<file path="src/verilog/gtff_pkg.sv">
// Package for the gated trigger flip-flop: constants and carrier types
package gtff_pkg;
   // Clock period in ns (25 MHz)
   localparam int GTFF_CLK_NS = 40;
   // Gate settle waits, in us as printed
   localparam int GTFF_OPEN_WAIT_US = 17;
   localparam int GTFF_CLOSE_WAIT_US = 25;
   localparam int GTFF_SHIFT_WAIT_US = 11;
   localparam int GTFF_SHIFT_WINDOW_US = 2;
   // Least waits round up, the shift window rounds down
   localparam int GTFF_OPEN_WAIT_CYC =
      (GTFF_OPEN_WAIT_US * 1000 + GTFF_CLK_NS - 1) / GTFF_CLK_NS;
   localparam int GTFF_CLOSE_WAIT_CYC =
      (GTFF_CLOSE_WAIT_US * 1000 + GTFF_CLK_NS - 1) / GTFF_CLK_NS;
   localparam int GTFF_SHIFT_WAIT_CYC =
      (GTFF_SHIFT_WAIT_US * 1000 + GTFF_CLK_NS - 1) / GTFF_CLK_NS;
   localparam int GTFF_SHIFT_WINDOW_CYC =
      (GTFF_SHIFT_WINDOW_US * 1000) / GTFF_CLK_NS;
   localparam int GTFF_CNT_W = 10;
   // Shift chain trigger ceiling and the least trigger period it gives
   localparam int GTFF_SHIFT_RATE_KHZ = 70;
   localparam int GTFF_SHIFT_PERIOD_CYC =
      (1000000 + GTFF_SHIFT_RATE_KHZ * GTFF_CLK_NS - 1) /
      (GTFF_SHIFT_RATE_KHZ * GTFF_CLK_NS);
   // Gap after a shift chain gate change: the longer of both limits
   localparam int GTFF_SHIFT_GAP_CYC =
      (GTFF_SHIFT_PERIOD_CYC > GTFF_SHIFT_WAIT_CYC) ?
      GTFF_SHIFT_PERIOD_CYC : GTFF_SHIFT_WAIT_CYC;
   // Reset state: side one off, so true output low
   localparam logic GTFF_RESET_STATE = 1'h0;

   // Inputs from the neighbouring stage (1 = positive level / gate open)
   typedef struct packed {
      logic direct_level_side_one;
      logic direct_level_side_two;
      logic steer_gate_side_one;
      logic steer_gate_side_two;
      logic trigger;
   } gtff_in_type;
endpackage : gtff_pkg

</file>
<file path="src/verilog/gtff_sync.sv">
// Two-stage synchroniser for the cell's pin inputs
`timescale 1ns/1ps
module gtff_sync
   import gtff_pkg::*;
(
   // Clock and reset
   input wire logic clk_sys_i,
   input wire logic rst_b_i,
   // Data
   input wire gtff_in_type async_i,
   output gtff_in_type sync_o
);
   gtff_in_type meta_reg;
   gtff_in_type sync_reg;

   always_ff @(posedge clk_sys_i or negedge rst_b_i)
   begin
      if (!rst_b_i)
      begin
         meta_reg <= '0;
         sync_reg <= '0;
      end
      else
      begin
         meta_reg <= async_i;
         sync_reg <= meta_reg;
      end
   end

   assign sync_o = sync_reg;
endmodule : gtff_sync

</file>
<file path="src/verilog/gtff_cell.sv">
// Gated trigger flip-flop cell with direct level inputs
`timescale 1ns/1ps
module gtff_cell
   import gtff_pkg::*;
(
   // Clock and reset
   input wire logic clk_sys_i,
   input wire logic rst_b_i,
   // Direct level inputs, high turns the side off
   input wire logic direct_level_side_one_i,
   input wire logic direct_level_side_two_i,
   // Steering gates, high means open
   input wire logic steer_gate_side_one_i,
   input wire logic steer_gate_side_two_i,
   // Shared trigger, acts on its rising edge
   input wire logic trigger_i,
   // Outputs
   output logic true_output_o,
   output logic complement_output_o
);
   gtff_in_type pins_async;
   gtff_in_type pins;
   logic trig_last_reg;
   logic trig_last_next;
   logic state_reg;
   logic state_next;
   logic true_reg;
   logic true_next;
   logic comp_reg;
   logic comp_next;
   logic trig_rise;
   logic side_one_switch;
   logic side_two_switch;

   assign pins_async = '{direct_level_side_one: direct_level_side_one_i,
                         direct_level_side_two: direct_level_side_two_i,
                         steer_gate_side_one: steer_gate_side_one_i,
                         steer_gate_side_two: steer_gate_side_two_i,
                         trigger: trigger_i};

   // Pins come from another stage with no shared clock
   gtff_sync u_sync (
      .clk_sys_i(clk_sys_i),
      .rst_b_i(rst_b_i),
      .async_i(pins_async),
      .sync_o(pins)
   );

   // state_reg high means side one conducts, so true output is high
   always_comb
   begin
      trig_last_next = pins.trigger;
      trig_rise = pins.trigger && !trig_last_reg;
      side_one_switch = state_reg;
      side_two_switch = !state_reg;
      // Gate high counts as open; low holds its side
      if (trig_rise && pins.steer_gate_side_one)
      begin
         side_one_switch = 1'h0;
      end
      if (trig_rise && pins.steer_gate_side_two)
      begin
         side_two_switch = 1'h0;
      end
      // Direct levels win over any trigger in the same cycle
      // A lone direct level also holds the far side on, so a trigger
      // on the other gate cannot slip a one-cycle glitch through
      if (pins.direct_level_side_one)
      begin
         side_one_switch = 1'h0;
         side_two_switch = !pins.direct_level_side_two;
      end
      else if (pins.direct_level_side_two)
      begin
         side_one_switch = 1'h1;
         side_two_switch = 1'h0;
      end
      // A side turned off makes the other conduct; otherwise hold
      if (!side_one_switch && state_reg)
      begin
         state_next = 1'h0;
      end
      else if (!side_two_switch && !state_reg)
      begin
         state_next = 1'h1;
      end
      else
      begin
         state_next = state_reg;
      end
      // Both gates open with the neighbour misbehaving simply toggles
      true_next = state_next;
      comp_next = !state_next;
   end

   always_ff @(posedge clk_sys_i or negedge rst_b_i)
   begin
      if (!rst_b_i)
      begin
         trig_last_reg <= 1'h0;
         state_reg <= GTFF_RESET_STATE;
         true_reg <= GTFF_RESET_STATE;
         comp_reg <= !GTFF_RESET_STATE;
      end
      else
      begin
         trig_last_reg <= trig_last_next;
         state_reg <= state_next;
         true_reg <= true_next;
         comp_reg <= comp_next;
      end
   end

   assign true_output_o = true_reg;
   assign complement_output_o = comp_reg;

   // Checks read the synchronised pins, as the state logic does
   chk_outputs_complement: assert property (
      @(posedge clk_sys_i) disable iff (!rst_b_i)
      true_output_o != complement_output_o)
      else $error("outputs not complementary");

   chk_direct_one_off: assert property (
      @(posedge clk_sys_i) disable iff (!rst_b_i)
      pins.direct_level_side_one && !pins.direct_level_side_two
      |=> !true_output_o)
      else $error("direct level one did not turn side one off");

   chk_direct_two_off: assert property (
      @(posedge clk_sys_i) disable iff (!rst_b_i)
      pins.direct_level_side_two && !pins.direct_level_side_one
      |=> true_output_o)
      else $error("direct level two did not turn side two off");

   chk_gate_one_trig: assert property (
      @(posedge clk_sys_i) disable iff (!rst_b_i)
      $rose(pins.trigger) && pins.steer_gate_side_one &&
      !pins.steer_gate_side_two && !pins.direct_level_side_one &&
      !pins.direct_level_side_two |=> !true_output_o)
      else $error("trigger did not turn off gated side one");

   chk_closed_gates_hold: assert property (
      @(posedge clk_sys_i) disable iff (!rst_b_i)
      !pins.steer_gate_side_one && !pins.steer_gate_side_two &&
      !pins.direct_level_side_one && !pins.direct_level_side_two
      |=> $stable(true_output_o))
      else $error("closed gates changed the state");

   chk_state_holds: assert property (
      @(posedge clk_sys_i) disable iff (!rst_b_i)
      !$rose(pins.trigger) && !pins.direct_level_side_one &&
      !pins.direct_level_side_two |=> $stable(true_output_o))
      else $error("state changed without cause");

   chk_gate_two_trig: assert property (
      @(posedge clk_sys_i) disable iff (!rst_b_i)
      $rose(pins.trigger) && pins.steer_gate_side_two &&
      !pins.steer_gate_side_one && !pins.direct_level_side_one &&
      !pins.direct_level_side_two |=> true_output_o)
      else $error("trigger did not turn off gated side two");

   chk_direct_one_wins: assert property (
      @(posedge clk_sys_i) disable iff (!rst_b_i)
      pins.direct_level_side_one && !pins.direct_level_side_two &&
      $rose(pins.trigger) && pins.steer_gate_side_two |=> !true_output_o)
      else $error("trigger overrode direct level one");

   chk_direct_two_wins: assert property (
      @(posedge clk_sys_i) disable iff (!rst_b_i)
      pins.direct_level_side_two && !pins.direct_level_side_one &&
      $rose(pins.trigger) && pins.steer_gate_side_one |=> true_output_o)
      else $error("trigger overrode direct level two");

   chk_closed_gate_one: assert property (
      @(posedge clk_sys_i) disable iff (!rst_b_i)
      $rose(pins.trigger) && !pins.steer_gate_side_one &&
      pins.steer_gate_side_two && !pins.direct_level_side_one &&
      !pins.direct_level_side_two && true_output_o |=> true_output_o)
      else $error("closed gate one let side one turn off");

   chk_closed_gate_two: assert property (
      @(posedge clk_sys_i) disable iff (!rst_b_i)
      $rose(pins.trigger) && !pins.steer_gate_side_two &&
      pins.steer_gate_side_one && !pins.direct_level_side_one &&
      !pins.direct_level_side_two && !true_output_o |=> !true_output_o)
      else $error("closed gate two let side two turn off");

   chk_release_holds: assert property (
      @(posedge clk_sys_i) disable iff (!rst_b_i)
      $fell(pins.direct_level_side_two) && !pins.direct_level_side_one &&
      !$rose(pins.trigger) |=> $stable(true_output_o))
      else $error("releasing direct level two changed the state");

   chk_complement_follows: assert property (
      @(posedge clk_sys_i) disable iff (!rst_b_i)
      $changed(true_output_o) |-> $changed(complement_output_o))
      else $error("complement output lagged the true output");

   // Scenarios the bench is meant to reach

   cov_trigger_side_one: cover property (
      @(posedge clk_sys_i) disable iff (!rst_b_i)
      $rose(pins.trigger) && pins.steer_gate_side_one && true_output_o);
   cov_trigger_side_two: cover property (
      @(posedge clk_sys_i) disable iff (!rst_b_i)
      $rose(pins.trigger) && pins.steer_gate_side_two && !true_output_o);
   cov_direct_set: cover property (
      @(posedge clk_sys_i) disable iff (!rst_b_i)
      pins.direct_level_side_two ##1 true_output_o);
   cov_direct_clear: cover property (
      @(posedge clk_sys_i) disable iff (!rst_b_i)
      pins.direct_level_side_one ##1 !true_output_o);
   cov_shift_hold: cover property (
      @(posedge clk_sys_i) disable iff (!rst_b_i)
      $rose(pins.trigger) && !pins.steer_gate_side_one &&
      pins.steer_gate_side_two && true_output_o);
endmodule : gtff_cell

</file>
<file path="config.mk">
export PLATFORM = sky130hd
export DESIGN_NAME = gtff_cell
export DESIGN_NICKNAME = d
export VERILOG_FILES = /design/src/verilog/gtff_pkg.sv /design/src/verilog/gtff_sync.sv /design/src/verilog/gtff_cell.sv
export SDC_FILE = /design/constraint.sdc
export NUM_CORES = 1
export LEC_CHECK = 0
export ABC_AREA = 1
export BUFFER_PORTS_ARGS = -buffer_cell sky130_fd_sc_hd__buf_2
export CAP_MARGIN = 20
export CORE_AREA = 2 2 39 41
export CTS_CLUSTER_SIZE = 30
export DETAILED_ROUTE_END_ITERATION = 8
export DIE_AREA = 0 0 41 43
export HOLD_SLACK_MARGIN = 0.06
export REMOVE_ABC_BUFFERS = 1
export SETUP_SLACK_MARGIN = 0.4
export SLEW_MARGIN = 40
export SYNTH_ARGS = -nofsm -noshare
export SYNTH_HDL_FRONTEND = slang
export SYNTH_HIERARCHICAL = 1
export SYNTH_SLANG_ARGS = --single-unit
export TNS_END_PERCENT = 5
</file>
<file path="constraint.sdc">
create_clock -name clk_sys_i -period 1.8 [get_ports clk_sys_i]
set_input_delay 0 -clock clk_sys_i [delete_from_list [all_inputs] [get_ports clk_sys_i]]
set_output_delay 0 -clock clk_sys_i [all_outputs]
set_load 0.05 [all_outputs]
</file>
==> results of run 1 <==
[worst min-delay path by stage]
stage          startpoint                  to  slack, ps  cells past startpoint
3_3_place_gp      rst_b_i  u_sync/meta_reg[3]       -110                      1
5_1_grt           rst_b_i  u_sync/meta_reg[4]        150                      2
2_1_floorplan     rst_b_i       trig_last_reg       -300                      0
3_5_place_dp      rst_b_i  u_sync/meta_reg[3]       -100                      1
6_report          rst_b_i    u_sync/sync_o[2]        130                      2
4_1_cts           rst_b_i  u_sync/meta_reg[4]        130                      2
[cells by family after synthesis]
family,count (synthesis)
AO/OA/AOI/OAI,1
buffers and inverters,6
AND/OR/NAND/NOR,11
flip-flops,13
[metal layers]
layer | vias to the layer above | GRT usage (%)
li1 | 124 | -
met1 | 106 | 8.562
met2 | 9 | 11.88
met3 | 0 | 4.712
met4 | 0 | 10.00
met5 | - | 0
[per-stage QoR]
step,cell area [µm²],worst slack (ps),std cells,hold WS [ps]
2_1_floorplan,397.9,591.1,31,-295.6
3_3_place_gp,457.9,944.5,55,-108.6
3_5_place_dp,457.9,901.4,55,-102.6
4_1_cts,544.3,759.4,65,127.2
5_1_grt,544.3,736.1,65,146.4
6_report,544.3,773.3,65,129.6
[cell usage in the layout, fill, tap and decap left out]
| cell | Yosys | final |
|---|---|---|
| or2_0 | 1 | 1 |
| clkbuf_4 | 0 | 3 |
| dfstp_2 | 1 | 1 |
| clkbuf_1 | 0 | 1 |
| dlygate4sd3_1 | 0 | 6 |
| nand2_1 | 6 | 6 |
| dfrtp_1 | 12 | 12 |
| inv_1 | 6 | 6 |
| buf_2 | 0 | 8 |
| nor2_1 | 4 | 4 |
| a21oi_1 | 1 | 1 |
[cell type report]
| cell class | count | area (µm²) |
|---|---|---|
| clock buffer | 4 | 26.28 |
| fill | 129 | 839.6 |
| inverter | 6 | 22.52 |
| multi-input combinational | 12 | 48.80 |
| sequential | 13 | 326.6 |
| tap | 16 | 20.02 |
| timing repair buffer | 14 | 100.1 |
[power by group]
part / switching, µW / internal (µW)
Clock: 86.5 / 85.8
Combinational: 49.8 / 25.4
Sequential: 6.65 / 315
Total: 143 / 426
==> metrics.md, run 1 <==
| Metric | Value |
|---|---|
| Sequential element share of the synthesized area | `slightly above 80%` |
| Cts bufs inserted | `3` |
| Peak supply drop | `roughly 450 µV` |
| Launch point of the worst path | `complement_output_o` |
| Cell area after synthesis | `397.9 µm²` |
| Top cell family by delay on the critical path | `flip-flops` |
| Die width | `41 µm` |
| CP max-delay cell | `dfstp_2` |
| Total grt overflow | `0` |
| Gate Count Post-Synth | `31` |
| Post-synth EDFFs | `0` |
| Biggest area consumer among synthesized cells | `dfrtp_1` |
| # setup viols final | `0` |
| WL final | `526 µm` |
| DIE AREA | `1763 µm²` |
| Hpwl dp | `372.3 µm` |
| Cells along the critical path | `buf_2` |
| Routed Antenna Nets | `0` |
| Avg Inst Size Synth | `12.83 µm²` |
| CP Depth | `1` |
| Worst Skew | `0.6853 ps` |
| Initial DRC count | `0` |
| Pleak | `0.0002765 µW` |
| Placer Congestion | `~0.65` |
| H-tree depth | `1` |
| Met1 WL | `~230 µm` |
| Fmax | `974.0 MHz` |
| Final setup TNS | `0 ps` |
| # rows | `14` |
| Total iterations of the first detailed-routing run | `1` |
| Sink Count | `13` |
| CP startpoint kind | `flop` |
| Fin. max-slew vios | `0` |
| Met3 Routed Length | `32 µm` |
| Area share of fa/ha/maj cells after synthesis | `0%` |
| Post CTS Setup Buffer Count | `0` |
| Top-count cell post-synth | `dfrtp_1` |
| Share of layout cells above drive strength 1 | `24.49%` |
| Reg-to-Reg End | `true_output_o` |
| CP arrival | `1030 ps` |
| CTS clock-pin slew for the worst setup and hold paths | `70 ps` |
| Synth area leaders | `dfrtp_1 75%, dfstp_2 6.6%, inv_1 5.7%, nand2_1 5.7%, nor2_1 3.8%` |
| Status | `completed` |
| First-pass GRT wire length | `910 µm` |
| DR DRC count | `0` |
| Post-synthesis compound-gate area fraction | `under 10%` |
| Max Cap Viol | `0` |
| Worst r2r src | `u_sync/sync_o[4]` |
| Post-Synth Simple-Gate Area | `11.01%` |
| Tmin final | `about 1000 ps` |
| Total power | `approximately 570 µW` |
| Total Routing Usage GR | `8.905%` |
| Vias in the first global route | `252` |
| CP max FO | `1` |
| Met2 wire length | `262 µm` |
| Port Buf Inserts | `8` |
| I/O pin count | `9` |
| Root Driver | `clkbuf_4` |
| Crit Path Category | `flop to primary output` |
| Ys async rst share | `100.0%` |
| Top routing layer in use | `met3` |
| Flop2flop setup slack | `900 ps` |
| Synth Warn # | `6` |
| Min-delay worst type | `input pin to async pin` |
| Largest family of logic cells by synthesized area | `simple AND/OR/NAND/NOR gates` |
| Cell variety after synth | `7` |
| Buf/Inv on CP | `1` |
| Worst rel slew slack | `approximately four fifths` |
| Worst r2r path cells | `4` |
| Clock tree buffer depth | `2` |
| Area Overhead vs Synth | `36.79%` |
| Core Region | `1384 µm²` |
| Initial Util | `28.75%` |
| Top_reg_cell synth | `dfrtp_1` |
| Post-CTS Hold Fix Bufs | `6` |
| Critical Path Max Stage Delay | `roughly 510 ps` |
| Antenna violations before repair | `0` |
| Number of nets in the layout | `57` |
| CP Capture Point | `complement_output_o` |
| Top cell type's share of synthesized area | `75.47%` |
| Inserted Diodes | `0` |
| WL/cell | `8.092 µm` |
| Post-Synth XOR/XNOR Area | `0%` |
| Via-to-Cell Ratio | `approximately 3.7` |
| RSZ-0062 raised after global routing | `no` |
| Post-synth top cells | `12 x dfrtp_1, 6 x inv_1, 6 x nand2_1` |
| Largest net degree at the start of global routing | `14` |
| Worst-Margin Slew | `287.7 ps` |
| Die Height | `approximately 43 µm` |
| Final core utilization | `39.33%` |
| Power density over the cells | `1045 nW/µm²` |
| Final hold violation count | `0` |
| Latest clock arrival within the worst-skew pair | `~270 ps` |
| Post-CTS resize count | `0` |
| Post-synthesis mux area share | `0%` |
| WP data required | `roughly 1800 ps` |
| Critical Path End Type | `primary output` |
| TritonCTS clock tree | `done` |
| Post-synthesis register bit count | `13` |
| Final worst-path cycle share | `between 50% and 60%` |
| Vias post-DR | `239` |
No activity file was read; power rests on OpenSTA's default activity.
==> inputs of run 2 (changes only) <==
==> constraint.sdc (replaced) <==
create_clock -name clk_sys_i -period 0.9 [get_ports clk_sys_i]
set_input_delay 0 -clock clk_sys_i [delete_from_list [all_inputs] [get_ports clk_sys_i]]
set_output_delay 0 -clock clk_sys_i [all_outputs]
set_load 0.05 [all_outputs]
==> metrics.md, run 2 (synthesis gave the netlist of run 1 again) <==
| Metric | Value |
|---|---|
| Net Sw Frac | `25.13% (about the same)` |
| Final setup TNS | `-43.69 ps (-43.69 ps)` |
| # rows | `14 (unchanged)` |
| Proportion of power drawn by flip-flops and latches | `55.5% (-1.0 points)` |
| CP Depth | `1 (unchanged)` |
| Fin worst setup slack | `-43.69 ps (-817.0 ps)` |
| Flop2flop setup slack | `10 ps (-890 ps)` |
| DR DRC count | `0 (unchanged)` |
| Critical Path End Type | `primary output` |
| Fill cells | `142 (+10%)` |
| Buf/Inv on CP | `1 (unchanged)` |
| Peak supply drop | `1007 µV (+130%)` |
| Root Driver | `clkbuf_4` |
| Via-to-Cell Ratio | `3.923 (+6.7%)` |
| Power share of the combinational group | `14.7% (+1.5 points)` |
| WP data required | `900 ps (-900 ps)` |
| Total grt overflow | `0 (unchanged)` |
| Die Height | `43 µm (unchanged)` |
| Top cell family by delay on the critical path | `flip-flops` |
| CP max-delay cell | `dfstp_2` |
| Tmin final | `between 900 and 1000 ps` |
| Latest clock arrival within the worst-skew pair | `270 ps (about the same)` |
| # setup viols final | `1 (+1)` |
| Post CTS Setup Buffer Count | `0 (unchanged)` |
| Sw power | `293.2 µW (+110%)` |
| Final worst-path cycle share | `104.9%` |
| Crit Path Category | `flop to primary output` |
| Port Buf Inserts | `8 (unchanged)` |
| Worst r2r src | `u_sync/sync_o[4]` |
| CP startpoint kind | `flop` |
| Total iterations of the first detailed-routing run | `2 (+1)` |
| Worst r2r path cells | `4 (unchanged)` |
| Power density over the cells | `2096 nW/µm² (+100%)` |
| Core Region | `1384 µm² (unchanged)` |
| Number of nets in the layout | `57 (unchanged)` |
| Initial Util | `28.75% (unchanged)` |
| Routed Antenna Nets | `0 (unchanged)` |
| WL/cell | `8.508 µm (+5.1%)` |
| Reg-to-Reg End | `true_output_o` |
| Final Non-Filler Cells | `65 (unchanged)` |
| H-tree depth | `1 (unchanged)` |
| Most frequent cells in the layout | `12 x dfrtp_1, 6 x nand2_1, 6 x dlygate4sd3_1, 6 x buf_2, 5 x inv_1` |
| Hold slack | `128.8 ps (-0.8030 ps)` |
| Fin. max-slew vios | `0 (unchanged)` |
| Fmax | `1060 MHz` |
| Largest net degree at the start of global routing | `14 (unchanged)` |
| Cts bufs inserted | `3 (unchanged)` |
| Worst rel slew slack | `81.62% (+0.80 points)` |
| Antenna violations before repair | `0 (unchanged)` |
| CP max FO | `1 (unchanged)` |
| Min-delay worst type | `input pin to async pin` |
| Pleak | `0.0002811 µW (+1.7%)` |
| Cells after DPL | `55 (unchanged)` |
| Cells along the critical path | `buf_8` |
| Sink Count | `13 (unchanged)` |
| Clock power frac | `29.8% (-0.5 points)` |
| CTS clock-pin slew for the worst setup and hold paths | `70 ps (about the same)` |
| Total power | `1167 µW (+110%)` |
| WL final | `553 µm (+5.1%)` |
| Vias post-DR | `255 (+6.7%)` |
| Initial DRC count | `2 (+2)` |
| Share of layout cells above drive strength 1 | `26.53% (+2.0 points)` |
| Worst-Margin Slew | `275.7 ps (-12.07 ps)` |
| Final hold violation count | `0 (unchanged)` |
| TritonCTS clock tree | `done` |
| First-pass GRT wire length | `938 µm (+3.1%)` |
| Most common cell after layout, fill and taps aside | `dfrtp_1` |
| Multi-input logic area | `48.80 µm² (unchanged)` |
| Worst Skew | `1.269 ps (+0.5840 ps)` |
| Total Routing Usage GR | `9.343% (+0.44 points)` |
| Register area | `326.6 µm² (unchanged)` |
| Area Overhead vs Synth | `39.94%` |
| Violated checks | `setup timing` |
| I/O pin count | `9 (unchanged)` |
| Status | `finished with violations` |
| Cell Int Power | `873.7 µW (+110%)` |
| Die width | `41 µm (unchanged)` |
| Vias in the first global route | `247 (-2.0%)` |
| Clock tree buffer depth | `2 (unchanged)` |
| Inserted Diodes | `0 (unchanged)` |
| Critical Path Max Stage Delay | `540 ps (+30 ps)` |
| Placer Congestion | `0.6649 (+2.5%)` |
| Setup WS pre-CTS | `10.90 ps (-890.5 ps)` |
| RSZ-0062 raised after global routing | `yes` |
| DIE AREA | `1763 µm² (unchanged)` |
| Max Cap Viol | `0 (unchanged)` |
| CP arrival | `940 ps (-90 ps)` |
==> run 2: cell counts in the layout (fill, tap and decap cells not counted) <==
No cell type changed its count.
==> run 2: what timing repair did <==
action | 4_1_cts | 5_1_grt
hold endpoints to repair | 18 | 0
resized for setup | 4 | 1
hold buffers | 6 | 0
endpoints found under the setup margin | 5 | 5
pin swaps | 1 | 0
==> run 2: per-layer routing <==
layer / vias to the layer above / routed length [µm] / GRT usage [%]
met3: 4 / 34 / 4.712
met2: 11 / 298 / 13.75
met4: 0 / 26 / 10.00
li1: 124 / - / -
met5: - / 0 / 0
met1: 116 / 193 / 7.958
==> run 2: cell type report <==
class | instances | share of cell area, %
Sequential cell | 13 | 58.65
Clock buffer | 4 | 4.719
Timing Repair Buffer | 14 | 20.22
Inverter | 6 | 4.045
Tap cell | 16 | 3.596
Multi-Input combinational cell | 12 | 8.764
==> run 2: how the worst max path moves through the flow <==
stage                        startpoint                   to  slack, ps
CTS                 complement_output_o  complement_output_o        -60
floorplan                 true_output_o        true_output_o       -310
detailed placement     u_sync/sync_o[4]        true_output_o         10
finish              complement_output_o  complement_output_o        -40
global placement       u_sync/sync_o[4]        true_output_o         50
global route        complement_output_o  complement_output_o        -70
==> run 2: power by group through the flow <==
stage                     clock, µW  sequential (µW)  combinational [µW]
after floorplan                   0              712                31.1
after global placement            0              652                 131
after detailed placement          0              655                 132
after CTS                       369              648                 172
after global routing            384              654                 185
final                           347              648                 172
==> run 2: metrics by stage <==
stage | utilization (%) | instance area, µm²
6_report | 40.24 | 556.8
5_1_grt | 40.24 | 556.8
4_1_cts | 40.24 | 556.8
3_5_place_dp | 33.09 | 457.9
3_3_place_gp | 33.09 | 457.9
2_1_floorplan | - | 397.9
